==> config.mk <==
export PLATFORM = sky130hd
export DESIGN_NAME = word_push_exec
export DESIGN_NICKNAME = d
export VERILOG_FILES = /design/src/word_push_pkg.sv /design/src/push_decoder.sv /design/src/word_router.sv /design/src/word_push_exec.sv
export SDC_FILE = /design/constraint.sdc
export NUM_CORES = 1
export LEC_CHECK = 0
export BUFFER_PORTS_ARGS = -buffer_cell sky130_fd_sc_hd__buf_2
export CAP_MARGIN = 20
export CORE_MARGIN = 5
export CORE_UTILIZATION = 52
export DETAILED_ROUTE_END_ITERATION = 12
export PLACE_DENSITY = 0.87
export SYNTH_ARGS = -nofsm -noshare
export SYNTH_HDL_FRONTEND = slang
export SYNTH_SLANG_ARGS = --single-unit
==> constraint.sdc <==
create_clock -name CLOCK -period 2.9 [get_ports CLOCK]
set_clock_uncertainty 0.2 [all_clocks]
set_input_delay 0.435 -clock CLOCK [delete_from_list [all_inputs] [get_ports CLOCK]]
set_output_delay 0.435 -clock CLOCK [all_outputs]
set_load 0.02 [all_outputs]
==> src/word_push_pkg.sv <==
// constants, types and register map for the word push execution block
`default_nettype none
package word_push_pkg;

	// instruction encodings
	localparam logic [7:0]  OPC_PUSH_DISP   = 8'h27;
	localparam logic [7:0]  OPC_PUSH_DIRECT = 8'h67;
	localparam int          DISP_MARK_BIT   = 7;
	localparam int          DISP_WIDTH      = 7;
	localparam logic [15:0] LEN_PUSH_DISP   = 16'h0002;
	localparam logic [15:0] LEN_PUSH_DIRECT = 16'h0003;

	// special function register space and registers held here
	localparam logic [7:0]  SFR_PAGE        = 8'hFE;
	localparam logic [15:0] STACK_PTR_LOW_ADDR  = 16'hFE0A;
	localparam logic [15:0] STACK_PTR_HIGH_ADDR = 16'hFE0B;
	localparam logic [15:0] PSW_ADDR        = 16'hFE06;
	localparam int          PARITY_FLAG_BIT = 1;

	// values after reset
	localparam logic [15:0] STACK_PTR_RESET = 16'h0000;
	localparam logic [7:0]  PSW_RESET       = 8'h00;

	// stack step per byte and cycles of one push
	localparam logic [15:0] STACK_STEP      = 16'h0001;
	localparam int          PUSH_CYCLES     = 3;

	typedef enum logic [3:0] {
		ST_IDLE   = 4'b0001,
		ST_FETCH  = 4'b0010,
		ST_STORE  = 4'b0100,
		ST_FINISH = 4'b1000
	} push_state_e;

	// instruction bytes in fetch order, byte0 is the opcode
	typedef struct packed {
		logic [7:0] byte2;
		logic [7:0] byte1;
		logic [7:0] byte0;
	} inst_bytes_s;

	// 9-bit byte pair, lower address holds the low byte
	typedef struct packed {
		logic [8:0] hi;
		logic [8:0] lo;
	} word9_s;

	// result of decoding one instruction
	typedef struct packed {
		logic        is_push;
		logic        is_direct;
		logic [15:0] src_addr;
		logic [15:0] length;
		logic        from_sfr;
	} decode_s;

endpackage : word_push_pkg
`default_nettype wire

==> src/push_decoder.sv <==
// opcode decode and operand address forming for both word push forms
`timescale 1ns/1ps
`default_nettype none
module push_decoder (
	input  wire logic                      [15:0] indirect_zero,
	input  wire word_push_pkg::inst_bytes_s       inst,
	output var  word_push_pkg::decode_s           dec
);
	import word_push_pkg::*;

	logic [15:0] disp_ext;

	always_comb begin
		disp_ext = {{(16 - DISP_WIDTH){inst.byte1[DISP_WIDTH-1]}}, inst.byte1[DISP_WIDTH-1:0]};
		dec = '0;
		if (inst.byte0 == OPC_PUSH_DISP && inst.byte1[DISP_MARK_BIT]) begin
			dec.is_push  = 1'b1;
			dec.src_addr = indirect_zero + disp_ext;
			dec.length   = LEN_PUSH_DISP;
		end else if (inst.byte0 == OPC_PUSH_DIRECT) begin
			dec.is_push   = 1'b1;
			dec.is_direct = 1'b1;
			dec.src_addr  = {inst.byte2, inst.byte1};
			dec.length    = LEN_PUSH_DIRECT;
		end
		// the special function page is fetched from the register side, all else from ram
		dec.from_sfr = (dec.src_addr[15:8] == SFR_PAGE);
	end

endmodule : push_decoder
`default_nettype wire

==> src/word_router.sv <==
// picks the fetched word from ram or register space and derives the stack word
`timescale 1ns/1ps
`default_nettype none
module word_router (
	input  wire logic                  from_sfr,
	input  wire word_push_pkg::word9_s mem_word,
	input  wire word_push_pkg::word9_s sfr_word,
	output var  word_push_pkg::word9_s stack_word,
	output logic                       upper_ninth
);
	import word_push_pkg::*;

	always_comb begin
		stack_word = from_sfr ? sfr_word : mem_word;
		// both ninth bits travel unchanged into the stack copy
		upper_ninth = stack_word.hi[8];
	end

endmodule : word_router
`default_nettype wire

==> src/word_push_exec.sv <==
// execution logic for the displacement and direct word push instructions
//
// Function
// - displacement form: byte 27h, then byte with top bit set and offset.
// - operand address is indirect register zero plus sign-extended 7-bit offset.
// - displacement form takes 3 cycles and advances program counter by 2.
// - stack pointer pre-increments, word written there, increments again: net two.
// - operand word comes from data memory or special function register.
// - upper source ninth bit goes to parity flag and upper stack ninth bit.
// - lower source ninth bit copies unchanged into lower stack ninth bit.
// - opcode 67h is a three-byte direct push, address low byte first.
// - direct form takes 3 cycles and advances program counter by 3.
// - stack pointer low at FE0Ah, high at FE0Bh, grows upward.
//
// Design decision made here: the address-and-strobe port.
`timescale 1ns/1ps
`default_nettype none
module word_push_exec (
	input  wire logic                      CLOCK,
	input  wire logic                      RESET_N,
	// instruction issue from the core
	input  wire logic                      INST_VALID,
	input  wire word_push_pkg::inst_bytes_s INST_BYTES,
	input  wire logic               [15:0] PC_IN,
	input  wire logic               [15:0] INDIRECT_ZERO,
	output logic                           INST_READY,
	output logic                           DONE,
	output logic                           ILLEGAL,
	output logic                    [15:0] PC_OUT,
	output logic                           PC_LOAD,
	// data memory, word wide, read data one cycle after the strobe
	output logic                           MEM_RD,
	output logic                    [15:0] MEM_RADDR,
	input  wire word_push_pkg::word9_s      MEM_RDATA,
	output logic                           MEM_WR,
	output logic                    [15:0] MEM_WADDR,
	output word_push_pkg::word9_s          MEM_WDATA,
	// special function register space, read data one cycle after the strobe
	output logic                           SFR_RD,
	output logic                    [15:0] SFR_RADDR,
	input  wire word_push_pkg::word9_s      SFR_RDATA,
	// register port
	input  wire logic               [15:0] REG_ADDR,
	input  wire logic                [7:0] REG_WDATA,
	input  wire logic                      REG_WR,
	input  wire logic                      REG_RD,
	output logic                     [7:0] REG_RDATA,
	output logic                           PARITY_FLAG
);
	import word_push_pkg::*;

	////////////////////////////////////////////////////////////////////////////////

	typedef struct packed {
		push_state_e st;
		logic [15:0] stack_ptr;
		logic [7:0]  program_status_word;
		logic [15:0] pc_base;
		logic [15:0] length;
		logic [15:0] src_addr;
		logic        from_sfr;
		logic        mem_rd;
		logic        sfr_rd;
		logic        mem_wr;
		logic [15:0] waddr;
		word9_s      wdata;
		logic        done;
		logic        illegal;
		logic        pc_load;
		logic [15:0] pc_out;
		logic [7:0]  rdata;
	} exec_s;

	exec_s   cur_r;
	exec_s   cur_nxt;
	decode_s dec;
	word9_s  stack_word;
	logic    upper_ninth;
	logic    accept;

	////////////////////////////////////////////////////////////////////////////////

	push_decoder u_decoder (
		.indirect_zero (INDIRECT_ZERO),
		.inst          (INST_BYTES),
		.dec           (dec)
	);

	word_router u_router (
		.from_sfr    (cur_r.from_sfr),
		.mem_word    (MEM_RDATA),
		.sfr_word    (SFR_RDATA),
		.stack_word  (stack_word),
		.upper_ninth (upper_ninth)
	);

	////////////////////////////////////////////////////////////////////////////////

	assign INST_READY = (cur_r.st == ST_IDLE);
	assign accept     = INST_READY && INST_VALID;

	always_comb begin
		cur_nxt = cur_r;
		// one-cycle pulses fall back every cycle
		cur_nxt.mem_rd  = 1'b0;
		cur_nxt.sfr_rd  = 1'b0;
		cur_nxt.mem_wr  = 1'b0;
		cur_nxt.done    = 1'b0;
		cur_nxt.illegal = 1'b0;
		cur_nxt.pc_load = 1'b0;
		cur_nxt.rdata   = 8'h00;

		// register reads answer one cycle later; unmapped addresses read zero
		if (REG_RD) begin
			case (REG_ADDR)
				STACK_PTR_LOW_ADDR:  cur_nxt.rdata = cur_r.stack_ptr[7:0];
				STACK_PTR_HIGH_ADDR: cur_nxt.rdata = cur_r.stack_ptr[15:8];
				PSW_ADDR:            cur_nxt.rdata = cur_r.program_status_word;
				default:             cur_nxt.rdata = 8'h00;
			endcase
		end

		// software writes land only while idle so a push never sees a torn pointer
		if (REG_WR && cur_r.st == ST_IDLE && !INST_VALID) begin
			case (REG_ADDR)
				STACK_PTR_LOW_ADDR:  cur_nxt.stack_ptr[7:0]  = REG_WDATA;
				STACK_PTR_HIGH_ADDR: cur_nxt.stack_ptr[15:8] = REG_WDATA;
				PSW_ADDR:            cur_nxt.program_status_word             = REG_WDATA;
				default:             cur_nxt.program_status_word             = cur_r.program_status_word;
			endcase
		end

		case (cur_r.st)
			ST_IDLE: begin
				if (accept) begin
					if (dec.is_push) begin
						cur_nxt.st       = ST_FETCH;
						cur_nxt.pc_base  = PC_IN;
						cur_nxt.length   = dec.length;
						cur_nxt.src_addr = dec.src_addr;
						cur_nxt.from_sfr = dec.from_sfr;
						// fetch the whole word in one access, low byte at src_addr
						cur_nxt.mem_rd   = !dec.from_sfr;
						cur_nxt.sfr_rd   = dec.from_sfr;
					end else begin
						cur_nxt.illegal  = 1'b1;
					end
				end
			end
			ST_FETCH: begin
				// read data stands on the selected port during the next cycle
				cur_nxt.st = ST_STORE;
			end
			ST_STORE: begin
				cur_nxt.st        = ST_FINISH;
				cur_nxt.stack_ptr = cur_r.stack_ptr + STACK_STEP;
				cur_nxt.mem_wr    = 1'b1;
				// word goes to the pre-incremented pointer, low byte at the lower address
				cur_nxt.waddr     = cur_r.stack_ptr + STACK_STEP;
				cur_nxt.wdata.hi  = stack_word.hi;
				cur_nxt.wdata.lo  = stack_word.lo;
				cur_nxt.program_status_word[PARITY_FLAG_BIT] = upper_ninth;
			end
			ST_FINISH: begin
				cur_nxt.st        = ST_IDLE;
				cur_nxt.stack_ptr = cur_r.stack_ptr + STACK_STEP;
				cur_nxt.done      = 1'b1;
				cur_nxt.pc_load   = 1'b1;
				cur_nxt.pc_out    = cur_r.pc_base + cur_r.length;
			end
			default: begin
				cur_nxt.st = ST_IDLE;
			end
		endcase
	end

	// pushing the pointer itself reads the pre-push value; no guard is built here
	always_ff @(posedge CLOCK or negedge RESET_N) begin
		if (!RESET_N) begin
			cur_r           <= '0;
			cur_r.st        <= ST_IDLE;
			cur_r.stack_ptr <= STACK_PTR_RESET;
			cur_r.program_status_word       <= PSW_RESET;
		end else begin
			cur_r <= cur_nxt;
		end
	end

	////////////////////////////////////////////////////////////////////////////////

	assign DONE        = cur_r.done;
	assign ILLEGAL     = cur_r.illegal;
	assign PC_OUT      = cur_r.pc_out;
	assign PC_LOAD     = cur_r.pc_load;
	assign MEM_RD      = cur_r.mem_rd;
	assign MEM_RADDR   = cur_r.src_addr;
	assign SFR_RD      = cur_r.sfr_rd;
	assign SFR_RADDR   = cur_r.src_addr;
	assign MEM_WR      = cur_r.mem_wr;
	assign MEM_WADDR   = cur_r.waddr;
	assign MEM_WDATA   = cur_r.wdata;
	assign REG_RDATA   = cur_r.rdata;
	assign PARITY_FLAG = cur_r.program_status_word[PARITY_FLAG_BIT];

endmodule : word_push_exec
`default_nettype wire

; Word-level counts from Yosys, hierarchy flattened
; Cells that the tools add are included.
; W data, S select, Z words.
[op_classes]
eq_ne = 12
reduce_logical = 18
mux = 24
n_addsub = 3
[op_table]
columns = cell, n
row1 = $eq A16 B16 Y1 const B, 3
row2 = $mux W35, 1
row3 = $mux W34, 1
row4 = $add A16 B16 Y16, 2
row5 = $mux W32, 1
row6 = $mux W8, 4
row7 = $mux W24, 1
row8 = $pmux W8 S3, 1
row9 = $mux W18, 1
row10 = $mux W17, 1
row11 = $add A16 B1 Y16 const B, 1
row12 = $mux W16, 1
row13 = $pmux W4 S3, 1
row14 = $reduce_and A2 Y1, 5
row15 = $reduce_bool A2 Y1, 5
row16 = $eq A8 B6 Y1 const B, 1
row17 = $eq A8 B7 Y1 const B, 1
row18 = $eq A8 B8 Y1 const B, 1
row19 = $mux W4, 2
row20 = $mux W1, 6
row21 = $mux W2, 3
row22 = $eq A4 B1 Y1 const B, 1
row23 = $eq A4 B2 Y1 const B, 1
row24 = $eq A4 B3 Y1 const B, 1
row25 = 6 further kinds, 11
[totals]
in_bits = 121
wordCells = 77
reg_bits = 141

; Longest topological paths before layout
[logic_depth]
ltp_word = 8
mapped_depth = 10
ltp_nobuf = 10

; By module
; A second synthesis with hierarchy kept.
[unflattened]
hier_cells = 913
area_unflattened_um2 = 8493.1
[modules_own_cells]
columns = module, instances, cells_each, area_each_um2
row1 = word_push_exec, 1, 759, 7195.7
row2 = push_decoder, 1, 133, 1018.5
row3 = word_router, 1, 21, 279.0

; Worst setup path before layout
; OpenSTA, ideal clock, no wires.
[synth_timing]
path_kind = input -> register
start = input port INST_BYTES[8] (netlist name)
end = register cur_r (netlist bit MEM_RD)
setup_ps = 82
slack_ps = 129
t_arrival_ps = 2489
path_buffers = 0
path_stages = 10
path_cell_list = ha_1 -> fa_1 -> a21o_1 -> a311oi_2 -> o31a_1 -> o21bai_1 -> xor2_1 -> a22oi_1 -> nor2_1 -> a31oi_1
[synth_rtl]
columns = item, line
row1 = start: declaration, word_push_exec.sv:23  ; input wire word_push_pkg::inst_bytes_s INST_BYTES,
row2 = end signal: assignment, word_push_exec.sv:185  ; cur_r <= cur_nxt;
row3 = end: declaration, word_push_exec.sv:74  ; exec_s cur_r;

; Worst setup path after layout
[layout_timing]
start = input port INST_BYTES[8] (netlist name)
end = register cur_r[64] (netlist name)
[layout_via]
elab_chain_cells = 3
[layout_rtl]
columns = item, line
row1 = $add A16 B16 Y16, push_decoder.sv:18  ; dec.src_addr = indirect_zero + disp_ext;
row2 = $mux W32, push_decoder.sv:16  ; if (inst.byte0 == OPC_PUSH_DISP && inst.byte1[DISP_MARK_BIT]) begin
row3 = $eq A8 B8 Y1, push_decoder.sv:27  ; dec.from_sfr = (dec.src_addr[15:8] == SFR_PAGE);
; Every way passes these cells.
; A chain may end at the register's enable or synchronous reset.

==> impl_metrics.prom <==
# TYPE chip_impl_metric gauge
chip_impl_metric{name="nets",unit=""} 1070
chip_impl_metric{name="share_of_async_settable_or_async_resettable_flops_after_synthesis",unit="%"} 100
chip_impl_metric{name="avgViaCountPerCell",unit=""} 5.30
chip_impl_info{name="synth.largest_area_cell",value="sky130_fd_sc_hd__dfrtp_1"} 1
chip_impl_metric{name="cts_max_level",unit=""} 4
chip_impl_metric{name="fin_setup_tns",unit="ns"} 0
chip_impl_metric{name="critical_path_required",unit="ns"} 3.01
chip_impl_metric{name="synth.yosys.seq_area_share",unit="%"} 43.3
chip_impl_metric{name="globalRouteOverflowTotal",unit=""} 0
chip_impl_metric{name="timing.max_slew.rel_slack",unit="%"} 46.3
chip_impl_metric{name="post_synth_instance_area",unit="sq um"} 7280
chip_impl_metric{name="half_perimeter_wire_length_after_detailed_placement",unit="mm"} 13.0
chip_impl_metric{name="fillers",unit=""} 1203
chip_impl_metric{name="post-route-period-util",unit="%"} 92.3
chip_impl_info{name="cts_tree",value="done"} 1
chip_impl_info{name="ys_dominant_reg_cell",value="sky130_fd_sc_hd__dfrtp_1"} 1
chip_impl_metric{name="avgRoutedWirePerCell",unit="microns"} 15.3
chip_impl_metric{name="grt_antenna_before_repair",unit=""} 0
chip_impl_metric{name="ios",unit=""} 219
chip_impl_metric{name="layout-drive-gt1-share",unit="%"} 32.0
chip_impl_metric{name="path_max_fanout",unit=""} 3
chip_impl_metric{name="placement_rows",unit=""} 43
chip_impl_metric{name="p_leak",unit="nW"} 4.23
chip_impl_metric{name="core_area",unit="sq um"} 13800
chip_impl_metric{name="fp.dieArea",unit="sq um"} 16500
chip_impl_metric{name="place_area",unit="sq um"} 7960
chip_impl_metric{name="detailroute.via_count",unit=""} 5944
chip_impl_metric{name="diodes",unit=""} 0
chip_impl_metric{name="initial_core_utilization",unit="%"} 52.6
chip_impl_metric{name="powerDensity",unit="nW/um^2"} 500
chip_impl_metric{name="cts.sinks",unit=""} 126
chip_impl_info{name="hold_path.class",value="in -> reg"} 1
chip_impl_metric{name="p_int",unit="mW"} 3.24
chip_impl_metric{name="yosys.cell_types.count",unit=""} 66
chip_impl_metric{name="count_of_pins_over_their_slew_limit",unit=""} 0
chip_impl_metric{name="worst_skew_pair.late_latency",unit="ns"} 0.40
chip_impl_metric{name="clk_pin_slew_worst_paths",unit="ns"} 0.06
chip_impl_metric{name="drt_iter0_markers",unit=""} 405
chip_impl_metric{name="vdd.ir_drop.worst",unit="mV"} 0.388
chip_impl_info{name="yosysMostFrequentCell",value="sky130_fd_sc_hd__nand2_1"} 1
chip_impl_info{name="ctsRootBufferMaster",value="sky130_fd_sc_hd__clkbuf_16"} 1
chip_impl_metric{name="ys.warnings.count",unit=""} 0
chip_impl_metric{name="worstPathArrival",unit="ns"} 2.79
chip_impl_metric{name="buffer_ports.inserted",unit=""} 218
chip_impl_metric{name="synth-edff-count",unit=""} 0
chip_impl_metric{name="tightestPinTransition",unit="ns"} 0.803
chip_impl_info{name="path_class",value="in -> reg"} 1
chip_impl_metric{name="maxCapViolCount",unit=""} 0
chip_impl_metric{name="post-synth-top-area-fraction",unit="%"} 43.0
chip_impl_metric{name="multi_input_comb_area",unit="sq um"} 3240
chip_impl_metric{name="power.share.switching",unit="%"} 24.1
chip_impl_info{name="setup.worst_path.start_class",value="primary input"} 1
chip_impl_metric{name="tritoncts.num_buffers",unit=""} 17
chip_impl_metric{name="flow.area_growth_from_synthesis",unit="%"} 17.3
chip_impl_metric{name="min_path_cells",unit=""} 3
chip_impl_metric{name="drt_wl_total",unit="mm"} 17.1
chip_impl_metric{name="stdcell_area",unit="sq um"} 8530
chip_impl_metric{name="finalSetupViolations",unit=""} 0
chip_impl_metric{name="post_cts_buffers",unit=""} 0
chip_impl_metric{name="grt_pass1_wl",unit="mm"} 27.7
chip_impl_metric{name="grt_use_total",unit="%"} 20.8
chip_impl_metric{name="chipWidth",unit="microns"} 128
chip_impl_metric{name="place_congestion",unit=""} 0.920
chip_impl_metric{name="power.share.clock",unit="%"} 46.2
chip_impl_metric{name="finalHoldViolCount",unit=""} 0
chip_impl_info{name="worst_setup_path_end_kind",value="register"} 1
chip_impl_metric{name="pwr-share-comb",unit="%"} 10.9
chip_impl_metric{name="r2r_setup_slack",unit="ns"} 0.38
chip_impl_info{name="grt_setup_unrepaired",value="no"} 1
chip_impl_metric{name="drt_pre_antenna_iters",unit=""} 5
chip_impl_metric{name="die_height",unit="microns"} 128
chip_impl_metric{name="drcViolationCount",unit=""} 0
chip_impl_metric{name="final-seq-area",unit="sq um"} 3150
chip_impl_metric{name="final_period_minus_worst_setup_slack",unit="ns"} 2.68
chip_impl_info{name="status",value="finished clean"} 1
chip_impl_metric{name="grt_pass1_vias",unit=""} 5861
chip_impl_metric{name="reg2reg_depth",unit=""} 6
chip_impl_metric{name="seq_power_share",unit="%"} 43.0
chip_impl_metric{name="maximum_number_of_pins_on_one_net_before_global_route_repair",unit=""} 61
chip_impl_metric{name="post_synth.cell_area_avg",unit="sq um"} 9.19
chip_impl_metric{name="drt.antenna.violating_nets",unit=""} 0
chip_impl_metric{name="switching_power",unit="mW"} 1.03
chip_impl_metric{name="timing.fmax",unit="GHz"} 0.374
chip_impl_metric{name="cts.path.max_buffers",unit=""} 2
chip_impl_metric{name="synth.ff_latch_count",unit=""} 126
chip_impl_metric{name="postSynthCellCount",unit=""} 792
chip_impl_metric{name="postSynthNetCount",unit=""} 933
chip_impl_info{name="synth_commonest_cells",value="sky130_fd_sc_hd__nand2_1 (137), sky130_fd_sc_hd__dfrtp_1 (125), sky130_fd_sc_hd__buf_4 (92)"} 1
chip_impl_info{name="yosys-top-cells-area",value="sky130_fd_sc_hd__dfrtp_1 (43%), sky130_fd_sc_hd__buf_4 (9.5%), sky130_fd_sc_hd__nand2_1 (7.1%)"} 1
[state kept, by name, summed over array words and instances (netlist names)]
name         flops
ILLEGAL          1
MEM_WR           1
DONE             1
MEM_WADDR       16
PC_OUT          16
MEM_RD           1
SFR_RD           1
MEM_RADDR       16
cur_r           46
MEM_WDATA       18
REG_RDATA        8
PARITY_FLAG      1
[routing by layer]
layer  global-route usage [%]  wire length, microns  share of wire, %  vias up
met5                        0                     0                 0        -
li1                         -                     -                 -     2893
met3                     4.63                  1060               6.2       29
met4                     6.24                   353               2.1        0
met1                     25.4                  6940                41     2798
met2                     36.7                  8760                51      224
[cells in the final DEF, fill, tap and decap left out, types with 19 or more instances in the layout]
| cell type | Yosys | final |
|---|---|---|
| sky130_fd_sc_hd__a21oi_1 | 51 | 51 |
| sky130_fd_sc_hd__buf_2 | 7 | 217 |
| sky130_fd_sc_hd__buf_4 | 92 | 19 |
| sky130_fd_sc_hd__dfrtp_1 | 125 | 125 |
| sky130_fd_sc_hd__mux2i_1 | 19 | 19 |
| sky130_fd_sc_hd__o21ai_0 | 56 | 56 |
| sky130_fd_sc_hd__nand2_1 | 137 | 137 |
| sky130_fd_sc_hd__xnor2_1 | 22 | 22 |
| sky130_fd_sc_hd__nor2_1 | 61 | 61 |
| sky130_fd_sc_hd__nand3_1 | 23 | 23 |
[final timing paths]
path | to | startpoint
setup reg to reg | cur_r[64] | cur_r[137]
max in group asynchronous | MEM_RADDR[5] | RESET_N
hold / removal | cur_r[103] | PC_IN[6]
hold reg to reg | MEM_WADDR[5] | MEM_WADDR[5]
min in group asynchronous | MEM_WDATA[4] | RESET_N
setup / recovery | cur_r[64] | INST_BYTES[8]
[repair_timing]
action,CTS,global route
gates resized for setup,0,0
hold buffers,1,0
endpoints found under the hold margin,39,0
[final cells by class]
cell class	count	area share, %
multi-input cells	526	38.0
repair buffers	239	15.0
flip-flops and latches	126	37.0
clock inverters	11	1.06
clock buffers	21	5.51
inverters	19	0.836
well taps	180	2.64
[critical path: stages]
cell and delay (ns):
sky130_fd_sc_hd__buf_2 0.11, sky130_fd_sc_hd__ha_1 0.22, sky130_fd_sc_hd__fa_1 0.38, sky130_fd_sc_hd__a21o_1 0.23, sky130_fd_sc_hd__a311oi_2 0.36, sky130_fd_sc_hd__o21bai_1 0.12, sky130_fd_sc_hd__a21oi_1 0.20, sky130_fd_sc_hd__xnor2_1 0.08
sky130_fd_sc_hd__a22oi_1 0.22, sky130_fd_sc_hd__nand4_1 0.18, sky130_fd_sc_hd__o31ai_2 0.26
[power by group through the flow]
stage / sequential (mW) / combinational (mW) / clock (mW)
floorplan: 1.86 / 0.296 / 0
global placement: 1.86 / 0.451 / 0
detailed placement: 1.86 / 0.463 / 0
CTS: 1.83 / 0.466 / 2.01
global route: 1.84 / 0.513 / 2.09
finish: 1.83 / 0.464 / 1.97
[per-stage QoR]
| stage | hold WS, ns | instances | total power [mW] | worst slack, ns | utilization, % |
|---|---|---|---|---|---|
| 4_1_cts | 0.00232 | 1122 | 4.31 | 0.249 | 61.7 |
| 5_1_grt | 0.0102 | 1122 | 4.44 | 0.120 | 61.7 |
| 2_1_floorplan | -0.0606 | 792 | 2.15 | 0.129 | - |
| 6_report | 0.0169 | 1122 | 4.27 | 0.223 | 61.7 |
| 3_3_place_gp | 0.241 | 1089 | 2.31 | -0.0952 | 57.6 |
| 3_5_place_dp | 0.245 | 1089 | 2.33 | -0.179 | 57.6 |
[cells by family after synthesis]
| family | after synthesis | share of synthesized area (%) |
|---|---|---|
| mux | 32 | 4.68 |
| fa+ha+maj | 20 | 3.64 |
| xor+xnor | 40 | 4.81 |
| buf+inv | 140 | 12.1 |
| compound gates | 159 | 13.2 |
| flops | 126 | 43.3 |
| simple gates | 275 | 18.3 |
(Power assumes the default switching activity.)
